File: src/common/adcf_pkg.sv
// adcf_pkg: constants and types shared by the adc capture framework
// assumes a 125 MHz system clock and a 14-bit ddr adc bus
package adcf_pkg;

    // data bus and calibration number formats
    localparam int          ADC_WIDTH   = 14;
    localparam int          GAIN_WIDTH  = 18;
    localparam int          GAIN_FRAC   = 16;
    localparam logic [17:0] GAIN_UNITY  = 18'h10000;   // 1.0 in two-integer-bit format

    // system clock and link timing
    localparam int CLK_PERIOD_PS       = 8000;
    localparam int DCLK_MIN_MHZ        = 10;
    localparam int DCLK_MAX_PERIOD_PS  = 1000000 / DCLK_MIN_MHZ;
    // longest wait for a data clock edge: rounds down, at least one cycle
    localparam int DCLK_WATCH_CYC      = (DCLK_MAX_PERIOD_PS / CLK_PERIOD_PS < 1) ? 1 :
                                         DCLK_MAX_PERIOD_PS / CLK_PERIOD_PS;
    localparam logic [4:0] DCLK_WATCH_MAX = 5'(DCLK_WATCH_CYC);

    // configuration sequence lengths in system cycles
    localparam logic [5:0] ADC_CFG_CYC = 6'h10;
    localparam logic [5:0] GEN_CFG_CYC = 6'h10;

    // clock domain indices for the reset bridges
    localparam int DOM_SYS  = 0;
    localparam int DOM_REF  = 1;
    localparam int DOM_DIO  = 2;    // io-local data clock
    localparam int DOM_DGL  = 3;    // global data clock
    localparam int DOM_NUM  = 4;

    // preset sampling rates in kHz, index 0..6
    localparam int          RATE_NUM     = 7;
    localparam logic [2:0]  RATE_DEFAULT = 3'h6;
    function automatic logic [17:0] rate_khz(input logic [2:0] idx);
        case (idx)
            3'h0:    rate_khz = 18'd50000;
            3'h1:    rate_khz = 18'd80000;
            3'h2:    rate_khz = 18'd100000;
            3'h3:    rate_khz = 18'd110000;
            3'h4:    rate_khz = 18'd120000;
            3'h5:    rate_khz = 18'd122880;
            default: rate_khz = 18'd125000;
        endcase
    endfunction

    // configuration sequencer states
    typedef enum logic [1:0] {
        ST_WAIT    = 2'b00,
        ST_ADC_CFG = 2'b01,
        ST_GEN_CFG = 2'b10,
        ST_DONE    = 2'b11
    } adcf_state_t;

endpackage

File: src/adcf_top.sv
// adcf_top: clock, reset and capture frame of a dual-channel ddr adc controller
// assumes the adc data clock, reference clock and data bus arrive as pins
// sampled by i_clk; user-side controls are synchronous to i_clk
//
// Function
// RQ1: capture 14-bit ddr bus, channels on opposite edges
// RQ2: split into two single-rate channels for user
// RQ3: sampling rate is one of seven presets
// RQ4: four clock domains, each with reset synchroniser
// RQ5: system clock runs configuration and serial masters
// RQ6: reference domain only forwards reference clock out
// RQ7: data clock feeds capture and calibration paths
// RQ8: one active-low async reset clears all domains
// RQ9: per-domain reset asserts async, releases synchronously
// RQ10: user holds reset two slowest clock periods
// RQ11: reset-busy raised; no new reset until dropped
// RQ12: adc data clock not below 10 MHz
// RQ13: no clock synthesis, only reference pass-through
// RQ14: generator picks forwarded or crystal reference
// RQ15: write initial adc configuration after reset
// RQ16: program generator for selected preset frequency
// RQ17: apply user offset and gain correction
// RQ18: user keeps acquisition enable high once raised
// RQ19: valid flag qualifies both channel outputs
// RQ20: busy drops after every domain reset released
`timescale 1ns/1ps
`default_nettype none

module adcf_top
    import adcf_pkg::*;
(
    input  wire logic                  i_clk,
    input  wire logic                  i_rst_n,
    input  wire logic                  i_adc_data_clock_in,
    input  wire logic [ADC_WIDTH-1:0]  i_adc_data,
    input  wire logic                  i_generator_primary_reference_clock,
    input  wire logic                  i_use_crystal_reference,
    input  wire logic [2:0]            i_rate_select,
    input  wire logic                  i_acquisition_enable,
    input  wire logic [GAIN_WIDTH-1:0] i_gain_a,
    input  wire logic [GAIN_WIDTH-1:0] i_gain_b,
    input  wire logic [ADC_WIDTH-1:0]  i_offset_a,
    input  wire logic [ADC_WIDTH-1:0]  i_offset_b,
    input  wire logic                  i_sample_ready,
    output logic                       o_generator_primary_reference_clock,
    output logic                       o_generator_reference_select,
    output logic [17:0]                o_generator_rate_khz,
    output logic                       o_adc_config_active,
    output logic                       o_generator_config_active,
    output logic                       o_config_done,
    output logic                       o_reset_in_progress,
    output logic                       o_data_clock_lost,
    output logic                       o_overrun,
    output logic                       o_sample_valid,
    output logic [ADC_WIDTH-1:0]       o_channel_a,
    output logic [ADC_WIDTH-1:0]       o_channel_b
);

    localparam int ADC_WAIT_MAX = 17;
    localparam int SYS_REL_MAX  = 2;

    // offset and gain correction with saturation, shared by both channels
    function automatic logic [ADC_WIDTH-1:0] calib(input logic [ADC_WIDTH-1:0]  smp,
                                                   input logic [GAIN_WIDTH-1:0] gain,
                                                   input logic [ADC_WIDTH-1:0]  off);
        logic signed [31:0] prod;
        logic signed [17:0] sum;
        prod = 32'($signed(smp) * $signed(gain));
        sum  = 18'(prod >>> GAIN_FRAC) + 18'($signed(off));
        if (sum > 18'sd8191)
            calib = 14'h1fff;
        else if (sum < -18'sd8192)
            calib = 14'h2000;
        else
            calib = sum[ADC_WIDTH-1:0];
    endfunction

    logic [2:0]           dclk_sync_r;
    logic                 dclk_lvl_r;
    logic [2:0]           ref_sync_r;
    logic                 ref_lvl_r;
    logic [ADC_WIDTH-1:0] data_s1_r, data_s2_r, data_s3_r;
    logic                 dclk_rise, dclk_fall, ref_edge;
    logic [DOM_NUM-1:0]   rst_s1_r, rst_s2_r, dom_en;
    logic [4:0]           watch_r;
    adcf_state_t          state_r;
    logic [5:0]           cfg_cnt_r;
    logic [ADC_WIDTH-1:0] raw_a_r;
    logic                 have_a_r;
    logic                 push_w;
    logic [ADC_WIDTH-1:0] buf_a_r [2];
    logic [ADC_WIDTH-1:0] buf_b_r [2];
    logic                 wr_ptr_r, rd_ptr_r;
    logic [1:0]           count_r;
    logic                 pop_w;

    // three-stage synchronisers for link pins; stage one feeds only stage two
    always_ff @(posedge i_clk or negedge i_rst_n) begin
        if (!i_rst_n) begin
            dclk_sync_r <= 3'h0;
            ref_sync_r  <= 3'h0;
            data_s1_r   <= 14'h0;
            data_s2_r   <= 14'h0;
            data_s3_r   <= 14'h0;
        end else begin
            dclk_sync_r <= {dclk_sync_r[1:0], i_adc_data_clock_in};
            ref_sync_r  <= {ref_sync_r[1:0], i_generator_primary_reference_clock};
            data_s1_r   <= i_adc_data;
            data_s2_r   <= data_s1_r;
            data_s3_r   <= data_s2_r;
        end
    end

    // a change counts once stages two and three agree
    assign dclk_rise = (dclk_sync_r[1] == dclk_sync_r[2]) && dclk_sync_r[2] && !dclk_lvl_r;
    assign dclk_fall = (dclk_sync_r[1] == dclk_sync_r[2]) && !dclk_sync_r[2] && dclk_lvl_r;
    assign ref_edge  = (ref_sync_r[1] == ref_sync_r[2]) && (ref_sync_r[2] != ref_lvl_r);

    // filtered levels of the data and reference clocks
    always_ff @(posedge i_clk or negedge i_rst_n) begin
        if (!i_rst_n) begin
            dclk_lvl_r <= 1'b0;
            ref_lvl_r  <= 1'b0;
        end else begin
            if (dclk_sync_r[1] == dclk_sync_r[2])
                dclk_lvl_r <= dclk_sync_r[2];
            if (ref_sync_r[1] == ref_sync_r[2])
                ref_lvl_r <= ref_sync_r[2];
        end
    end

    // each domain advances its bridge on its own clock's edges
    assign dom_en[DOM_SYS] = 1'b1;                              // [RQ5]
    assign dom_en[DOM_REF] = ref_edge;
    assign dom_en[DOM_DIO] = dclk_rise | dclk_fall;             // [RQ7]
    assign dom_en[DOM_DGL] = (dclk_rise | dclk_fall) & rst_s2_r[DOM_DIO];

    // reset bridges: async assert, two-stage release per domain [RQ4] [RQ8] [RQ9]
    always_ff @(posedge i_clk or negedge i_rst_n) begin
        if (!i_rst_n) begin
            rst_s1_r <= 4'h0;
            rst_s2_r <= 4'h0;
        end else begin
            for (int d = 0; d < DOM_NUM; d++) begin
                if (dom_en[d]) begin
                    rst_s1_r[d] <= 1'b1;
                    rst_s2_r[d] <= rst_s1_r[d];
                end
            end
        end
    end

    // busy from reset until every bridge has released [RQ11] [RQ20]
    always_ff @(posedge i_clk or negedge i_rst_n) begin
        if (!i_rst_n)
            o_reset_in_progress <= 1'b1;
        else
            o_reset_in_progress <= ~&rst_s2_r;
    end

    // reference pass-through only, held low while its domain is in reset
    always_ff @(posedge i_clk or negedge i_rst_n) begin
        if (!i_rst_n) begin
            o_generator_primary_reference_clock <= 1'b0;
            o_generator_reference_select        <= 1'b0;
        end else begin
            o_generator_primary_reference_clock <= ref_lvl_r & rst_s2_r[DOM_REF]; // [RQ6] [RQ13]
            o_generator_reference_select        <= i_use_crystal_reference;       // [RQ14]
        end
    end

    // data clock watchdog: no edge for one slowest period flags loss
    always_ff @(posedge i_clk or negedge i_rst_n) begin
        if (!i_rst_n) begin
            watch_r           <= 5'h0;
            o_data_clock_lost <= 1'b0;
        end else if (dclk_rise | dclk_fall) begin
            watch_r           <= 5'h0;
            o_data_clock_lost <= 1'b0;
        end else if (watch_r >= DCLK_WATCH_MAX) begin
            o_data_clock_lost <= 1'b1;                          // [RQ12]
        end else begin
            watch_r <= watch_r + 5'h1;
        end
    end

    // configuration sequencer in the system domain [RQ15] [RQ16]
    always_ff @(posedge i_clk or negedge i_rst_n) begin
        if (!i_rst_n) begin
            state_r              <= ST_WAIT;
            cfg_cnt_r            <= 6'h0;
            o_generator_rate_khz <= rate_khz(RATE_DEFAULT);
        end else begin
            case (state_r)
                ST_WAIT: begin
                    if (rst_s2_r[DOM_SYS]) begin
                        state_r   <= ST_ADC_CFG;
                        cfg_cnt_r <= 6'h0;
                    end
                end
                ST_ADC_CFG: begin
                    cfg_cnt_r <= cfg_cnt_r + 6'h1;
                    if (cfg_cnt_r == ADC_CFG_CYC - 6'h1) begin
                        state_r   <= ST_GEN_CFG;
                        cfg_cnt_r <= 6'h0;
                        // out-of-range selections fall back to the top preset [RQ3]
                        o_generator_rate_khz <= (32'(i_rate_select) < RATE_NUM) ?
                                                rate_khz(i_rate_select) : rate_khz(RATE_DEFAULT);
                    end
                end
                ST_GEN_CFG: begin
                    cfg_cnt_r <= cfg_cnt_r + 6'h1;
                    if (cfg_cnt_r == GEN_CFG_CYC - 6'h1)
                        state_r <= ST_DONE;
                end
                default: state_r <= ST_DONE;
            endcase
        end
    end

    assign o_adc_config_active       = (state_r == ST_ADC_CFG);
    assign o_generator_config_active = (state_r == ST_GEN_CFG);
    assign o_config_done             = (state_r == ST_DONE);

    // ddr split: rising edge holds channel a, falling edge completes the pair [RQ1]
    always_ff @(posedge i_clk or negedge i_rst_n) begin
        if (!i_rst_n) begin
            raw_a_r  <= 14'h0;
            have_a_r <= 1'b0;
        end else if (!rst_s2_r[DOM_DIO]) begin
            have_a_r <= 1'b0;
        end else if (dclk_rise) begin
            raw_a_r  <= data_s3_r;
            have_a_r <= 1'b1;
        end else if (dclk_fall) begin
            have_a_r <= 1'b0;
        end
    end

    // a pair enters the buffer only while acquisition is enabled [RQ2] [RQ18]
    assign push_w = dclk_fall & have_a_r & rst_s2_r[DOM_DGL] & i_acquisition_enable;
    assign pop_w  = o_sample_valid & i_sample_ready;

    // two-entry buffer holding corrected pairs [RQ17]
    always_ff @(posedge i_clk or negedge i_rst_n) begin
        if (!i_rst_n) begin
            buf_a_r[0] <= 14'h0;
            buf_a_r[1] <= 14'h0;
            buf_b_r[0] <= 14'h0;
            buf_b_r[1] <= 14'h0;
        end else if (push_w && (count_r != 2'h2)) begin
            buf_a_r[wr_ptr_r] <= calib(raw_a_r, i_gain_a, i_offset_a);
            buf_b_r[wr_ptr_r] <= calib(data_s3_r, i_gain_b, i_offset_b);
        end
    end

    // buffer pointers, fill count and sticky overrun on a full push with no pop in the same cycle
    always_ff @(posedge i_clk or negedge i_rst_n) begin
        if (!i_rst_n) begin
            wr_ptr_r  <= 1'b0;
            rd_ptr_r  <= 1'b0;
            count_r   <= 2'h0;
            o_overrun <= 1'b0;
        end else begin
            if (push_w && (count_r != 2'h2))
                wr_ptr_r <= ~wr_ptr_r;
            if (pop_w)
                rd_ptr_r <= ~rd_ptr_r;
            case ({push_w && (count_r != 2'h2), pop_w})
                2'b10:   count_r <= count_r + 2'h1;
                2'b01:   count_r <= count_r - 2'h1;
                default: count_r <= count_r;
            endcase
            if (push_w && (count_r == 2'h2) && !pop_w)
                o_overrun <= 1'b1;
        end
    end

    // outputs read straight from the buffer flops [RQ19]
    assign o_sample_valid = (count_r != 2'h0);
    assign o_channel_a    = buf_a_r[rd_ptr_r];
    assign o_channel_b    = buf_b_r[rd_ptr_r];

    // checks on reset release, capture, buffer and configuration
    a_busy_until_rel: assert property (@(posedge i_clk) disable iff (!i_rst_n) // [RQ20]
        !(&rst_s2_r) |=> o_reset_in_progress) else $error("busy dropped early");
    a_busy_fall_cause: assert property (@(posedge i_clk) disable iff (!i_rst_n) // [RQ11]
        $fell(o_reset_in_progress) |-> $past(&rst_s2_r))
        else $error("busy fell without release");
    a_sys_release: assert property (@(posedge i_clk) disable iff (!i_rst_n) // [RQ9]
        !rst_s2_r[DOM_SYS] |-> ##[1:SYS_REL_MAX] rst_s2_r[DOM_SYS])
        else $error("sys reset stuck");
    a_global_after_io: assert property (@(posedge i_clk) disable iff (!i_rst_n) // [RQ7]
        rst_s2_r[DOM_DGL] |-> rst_s2_r[DOM_DIO]) else $error("global domain left reset first");
    a_capture_rise: assert property (@(posedge i_clk) disable iff (!i_rst_n) // [RQ1]
        dclk_rise && rst_s2_r[DOM_DIO] |=> have_a_r && raw_a_r == $past(data_s3_r))
        else $error("channel a not captured");
    a_enable_gate: assert property (@(posedge i_clk) disable iff (!i_rst_n) // [RQ2]
        $rose(o_sample_valid) |-> $past(i_acquisition_enable))
        else $error("sample without enable");
    a_stall_hold: assert property (@(posedge i_clk) disable iff (!i_rst_n) // [RQ19]
        o_sample_valid && !i_sample_ready |=> o_sample_valid && $stable(o_channel_a)
        && $stable(o_channel_b)) else $error("stalled sample changed");
    a_unity_calib: assert property (@(posedge i_clk) disable iff (!i_rst_n) // [RQ17]
        push_w && count_r == 2'h0 && i_gain_b == GAIN_UNITY && i_offset_b == 14'h0
        |=> o_channel_b == $past(data_s3_r)) else $error("unity correction altered b");
    a_ref_quiet: assert property (@(posedge i_clk) disable iff (!i_rst_n) // [RQ6]
        !rst_s2_r[DOM_REF] |=> !o_generator_primary_reference_clock)
        else $error("reference forwarded in reset");
    a_adc_cfg_len: assert property (@(posedge i_clk) disable iff (!i_rst_n) // [RQ15]
        $rose(o_adc_config_active) |-> ##[1:ADC_WAIT_MAX] o_generator_config_active)
        else $error("adc configuration overran");
    a_rate_preset: assert property (@(posedge i_clk) disable iff (!i_rst_n) // [RQ3] [RQ16]
        o_config_done |-> o_generator_rate_khz inside {18'd50000, 18'd80000, 18'd100000,
        18'd110000, 18'd120000, 18'd122880, 18'd125000})
        else $error("rate not a preset");

    c_pair_pushed: cover property (@(posedge i_clk) disable iff (!i_rst_n) push_w);
    c_buffer_full: cover property (@(posedge i_clk) disable iff (!i_rst_n) count_r == 2'h2);
    c_config_done: cover property (@(posedge i_clk) disable iff (!i_rst_n) $rose(o_config_done));

endmodule // adcf_top

`default_nettype wire
File: config.mk
export PLATFORM = sky130hd
export DESIGN_NAME = adcf_top
export DESIGN_NICKNAME = d
export VERILOG_FILES = /design/src/common/adcf_pkg.sv /design/src/adcf_top.sv
export SDC_FILE = /design/constraint.sdc
export NUM_CORES = 2
export LEC_CHECK = 0
export BUFFER_PORTS_ARGS = -buffer_cell sky130_fd_sc_hd__buf_2
export CORE_MARGIN = 5
export CORE_UTILIZATION = 51
export DETAILED_ROUTE_END_ITERATION = 16
export PLACE_DENSITY = 0.73
export RECOVER_POWER = 50
export SLEW_MARGIN = 20
export SYNTH_ARGS = -nofsm -noshare
export SYNTH_HDL_FRONTEND = slang
export SYNTH_SLANG_ARGS = --single-unit
File: constraint.sdc
create_clock -name i_clk -period 16.9 [get_ports i_clk]
set_clock_uncertainty 0.15 [all_clocks]
set_input_delay 0 -clock i_clk [delete_from_list [all_inputs] [get_ports i_clk]]
set_output_delay 0 -clock i_clk [all_outputs]
set_load 0.01 [all_outputs]
======== After elaboration in Yosys (flattened, before gate mapping) ========
Index checks and enable logic that the tools add are counted.
word-level totals
  bits in registers ....................... 169
  bits in latches ......................... 0
  bits in writable memories ............... 0
  ROM bits ................................ 0
  bits of input ports ..................... 88
  output and inout bits ................... 55
  memories ................................ 0
cells by class
  add/sub/neg operators ................... 6
  $mul .................................... 2
  divide/modulo/power cells ............... 0
  $lt $le $gt $ge ......................... 9
  equality and inequality tests ........... 21
  shift operators ......................... 0
  muxes and demuxes ....................... 33
  bitwise logic cells ..................... 11
  reduce and logical (&&, ||, !) cells .... 24
operators with widths
  operator                count
  $mux W14                13
  $pmux W17 S6            1
  $mul A14 B18 Y32        2
  $bwmux W28              2
  $add A16 B14 Y17        2
  $gt A17 B14 Y1 const B  2
  $lt A17 B14 Y1 const B  2
  $mux W18                1
  $pmux W6 S3             1
  $demux W14 S1           1
  $mux W6                 2
  $mux W5                 2
  $logic_and A1 B1 Y1     9
  $eq A2 B2 Y1 const B    4
  $add A6 B1 Y6 const B   1
  $and A1 B1 Y1           6
  $eq A3 B2 Y1 const B    2
  $eq A3 B3 Y1 const B    2
  $eq A6 B4 Y1 const B    1
  $mux W2                 3
  $ne A2 B2 Y1 const B    3
  $pmux W2 S3             1
  $reduce_and A2 Y1       3
  $reduce_bool A2 Y1      3
  24 further kinds        37

======== Logic depth before layout (Yosys ltp) ========
  word-level depth ........................ 9
  mapped depth ............................ 33
  mapped depth without buffers ............ 31

======== Worst setup path before layout ========
Ideal clock, no wire load.
  path kind ............................... reg-to-reg
  start point ............................. register raw_a_r[5]
  end point ............................... register buf_a_r[19] in the netlist's numbering
  arrival ................................. 7.900 ns
  data required time ...................... 16.646 ns
  path slack .............................. 8.746 ns
  stages on the path, launching flop included .. 32
  path through ............................ dfrtp_1 > clkbuf_1 > clkbuf_1 > nand2_1 > fa_1 > fa_1 > inv_1 > fa_1 > fa_1 > fa_1 > inv_1 > fa_1 > inv_1 > ha_1 > and4_1 > and4_1 > and2_1 > a22oi_1 > a21boi_0 > o21a_1 > nor2_1 > xnor2_1 > ha_1 > a21o_1 > a21oi_1 > and2_1 > a21oi_1 > mux2i_1 > a2111oi_4 > nor2_4 > buf_6 > o41ai_2
on the way
  cells in the longest elaborated chain, start to end .. 7
ends and longest elaborated chain
  what                            RTL line         text
  start: declaration              adcf_top.sv:88   logic [ADC_WIDTH-1:0] raw_a_r;
  start signal: assignment        adcf_top.sv:233  raw_a_r <= data_s3_r;
  $mul A14 B18 Y32 (*)            adcf_top.sv:68   prod = 32'($signed(smp) * $signed(gain));
  $add A16 B14 Y17 (*)            adcf_top.sv:69   sum = 18'(prod >>> GAIN_FRAC) + 18'($signed(off));
  $lt A17 B14 Y1                  adcf_top.sv:72   else if (sum < -18'sd8192)
  $mux W14                        adcf_top.sv:72
  $mux W14 (*)                    adcf_top.sv:70   if (sum > 18'sd8191)
  $mux W14 (*)                    adcf_top.sv:251  end else if (push_w && (count_r != 2'h2)) begin
  $bwmux W28 (*)                  adcf_top.sv:252  buf_a_r[wr_ptr_r] <= calib(raw_a_r, i_gain_a, i_offset_a);
  end signal: indexed assignment  adcf_top.sv:252
  end: declaration                adcf_top.sv:91   logic [ADC_WIDTH-1:0] buf_a_r [2];
Mark *: on every way between the ends. The rest lies on a longest branch, timed or not. The select of a mux whose other input is x is not followed.
A chain may end at the register's enable or synchronous reset.

======== Final worst setup path ========
  start point ............................. register data_s3_r[6]
  end point ............................... register buf_b_r[21] in the netlist's numbering
on the way
  cells in the longest elaborated chain, start to end .. 7
ends and longest elaborated chain
  what                            RTL line         text
  start: declaration              adcf_top.sv:82   logic [ADC_WIDTH-1:0] data_s1_r, data_s2_r, data_s3_r;
  start signal: assignment        adcf_top.sv:110  data_s3_r <= data_s2_r;
  $mul A14 B18 Y32 (*)            adcf_top.sv:68
  $add A16 B14 Y17 (*)            adcf_top.sv:69
  $lt A17 B14 Y1                  adcf_top.sv:72
  $mux W14                        adcf_top.sv:72
  $mux W14 (*)                    adcf_top.sv:70
  $mux W14 (*)                    adcf_top.sv:251
  $bwmux W28 (*)                  adcf_top.sv:253  buf_b_r[wr_ptr_r] <= calib(data_s3_r, i_gain_b, i_offset_b);
  end signal: indexed assignment  adcf_top.sv:253
  end: declaration                adcf_top.sv:92   logic [ADC_WIDTH-1:0] buf_b_r [2];
Marks and branches as above.

==> run metrics <==
outcome finished, violations left; failing checks max-capacitance violations, max-slew violations; worst skew pair latency 0.46 ns; Main synth FF type dfrtp_1; RR Endpoint buf_b_r[21]; cts repair resizes 0; initial antenna violation count 3; CTS max path bufs 2; final hold slack 0.0201 ns; fmax 103 MHz; Worst setup SP type flop; total track usage 22.9%; DRT Pass-1 Iters 6; GR Util met3 4.08%; Die Span Y 236 um; RR Startpoint data_s3_r[6]; top post-synthesis cells by count 558 x inv_1, 486 x fa_1, 302 x nand2_1, 272 x and2_1, 199 x ha_1; M1 GR Usage 29.2%; Synth top area share 37.5%; Port-buffer cells 138; Post-synth ARST share 100%; Slew Limit Fails 91; WL/cell 17.8 um; WP data arrival 9.87 ns; area added between synthesis and finish 8.04%; post-CTS setup buffers 0; Via density 5.40; crit path kind flop to flop; Initial Util 51.6%; Worst-path clk slew 0.08 ns; Post-synth EDFFs 0; Post-DRT Antenna Nets 0; Chip Width 236 um; met2 Usage GRT 40.0%; Most common cell on crit path fa_1; # DRC 0; endpoints failing setup 0; worst rel slew slack -220%; cts bufs inserted 17; setup slack, reg-to-reg 7.16 ns; cell count after synthesis 2729; full die area 55500 um^2; Cell Area, Synth 26000 um^2; Placeable Area 50300 um^2; Worst-Margin Slew 4.81 ns; total wire length 62300 um; vias in the first global route 20.9k; worst min path class input port to flop; Ys Warns 0; Site Rows 82; register bit total from synthesis 164; Initial DRC Count 1050; CP required 17.03 ns; first-pass GRT wire length 105000 um; final setup TNS 0 ns; hold path cells 4; top post-synthesis cells by area fa_1 37%, dfrtp_1 15%, ha_1 9.6%; Max-Cap Viols 1; largest net degree at the start of global routing 91; Distinct cells, synth 76; H-tree levels 4; syn_area_per_cell 9.51 um^2; Post-Place Setup Slack 7.29 ns; critical path's slowest cell dfrtp_1; I/O Pins 143; critical path peak fanout 19; layout cells sized above 1 7.65%; clock sink total 164; GRT Residual Overflow 0; most frequent cell after synthesis inv_1; Hold Violations, Final 0; post-synth top area cell fa_1; CP endpoint kind flop; critical path startpoint data_s3_r[6]; CP max stage delay 1.00 ns; setup ws final 7.16 ns; TritonCTS clock tree yes; dpl hpwl 48800 um; # nets final 3595; Final Critical Period 9.74 ns; busiest grt layer met2; CTS root buf clkbuf_16; routed vias 18.9k; register area share after synthesis 15.8%; final worst-path cycle share 57.6%; RSZ-0062 raised after global routing false; R2R depth 28; crit path to buf_b_r[21]; Final GP Congestion 0.902
through the flow:
stage	utilization, %	cells	area [um^2]
after CTS	55.9	3507	28100
final	55.8	3510	28000
after detailed placement	54.0	3442	27100
after global routing	55.8	3508	28000
after global placement	54.0	3442	27100
after floorplan	-	2732	26000
flip-flops by register name, summed over array words and instances (netlist names), 2 cells and up:
name and flops:
o_generator_rate_khz 13, cfg_cnt_r 6, data_s1_r 14, dclk_sync_r 3, data_s2_r 14, rst_s1_r 4, state_r 2, watch_r 5
buf_a_r 28, data_s3_r 14, raw_a_r 14, count_r 2, ref_sync_r 3, rst_s2_r 4, buf_b_r 28
how the worst min path moves through the flow:
stage,startpoint,to,slack [ns]
final,i_offset_b[1],buf_b_r[15],0.02
after detailed placement,i_adc_data[1],data_s1_r[1],-0.04
after global placement,i_adc_data[0],data_s1_r[0],-0.04
after CTS,i_offset_b[1],buf_b_r[15],0.006
after global routing,i_offset_b[3],buf_b_r[17],0.03
after floorplan,i_rst_n,buf_a_r[0],-0.45
per-layer routing:
layer	wire length, um	vias up
met5	20	-
met4	2020	2
met3	3890	138
met2	31800	633
met1	24600	9648
li1	-	8525
critical path, delay by kind of cell, from the launching register on:
family	cells	cell delay, ns
adders and majority gates	8	3.56
and+or+nand+nor	7	2.07
DFF	1	1.00
buffers and inverters	3	0.17
AOI/OAI and AO/OA	10	2.60
cell usage in the layout, fill, tap and decap left out, drive strengths merged, types with 6 or more instances in the layout:
cell type,n
mux2,45
ha,199
a31oi,6
nand2,302
dlygate4sd3,33
fa,486
xnor2,55
a21o,20
mux2i,8
nor2,119
xor2,15
nand2b,22
clkbuf,52
inv,565
nor3,28
buf,112
dfstp,8
dfrtp,156
o31ai,6
a211oi,11
nand4,8
a22oi,6
and3,8
nand3,16
a21oi,94
o41ai,14
nor2b,8
o21ai,60
o21a,8
and2,272
layout make-up:
cell class / instances / area [um^2]
Antenna cell: 3 / 7.51
Clock buffer: 18 / 439
Clock inverter: 14 / 185
Fill cell: 4450 / 22200
Inverter: 558 / 2090
Multi-Input combinational cell: 1902 / 19300
Sequential cell: 164 / 4110
Tap cell: 672 / 841
Timing Repair Buffer: 179 / 1040
cell families after synthesis:
family / after synthesis / share of synthesized area (%)
compound gates: 280 / 7.30
xor+xnor: 70 / 2.36
fa+ha+maj: 686 / 47.1
buf+inv: 666 / 9.75
flops: 164 / 15.8
mux: 53 / 2.26
other cells: 2 / 0.0289
simple gates: 808 / 15.3
repair_timing:
action	4_1_cts	5_1_grt
setup endpoints to repair	0	0
hold endpoints to repair	138	0
hold buffers	33	0
Power is left out: the tool's default activity adds up to more than one toggle a clock period on the data nets, which glitch-free logic cannot reach.
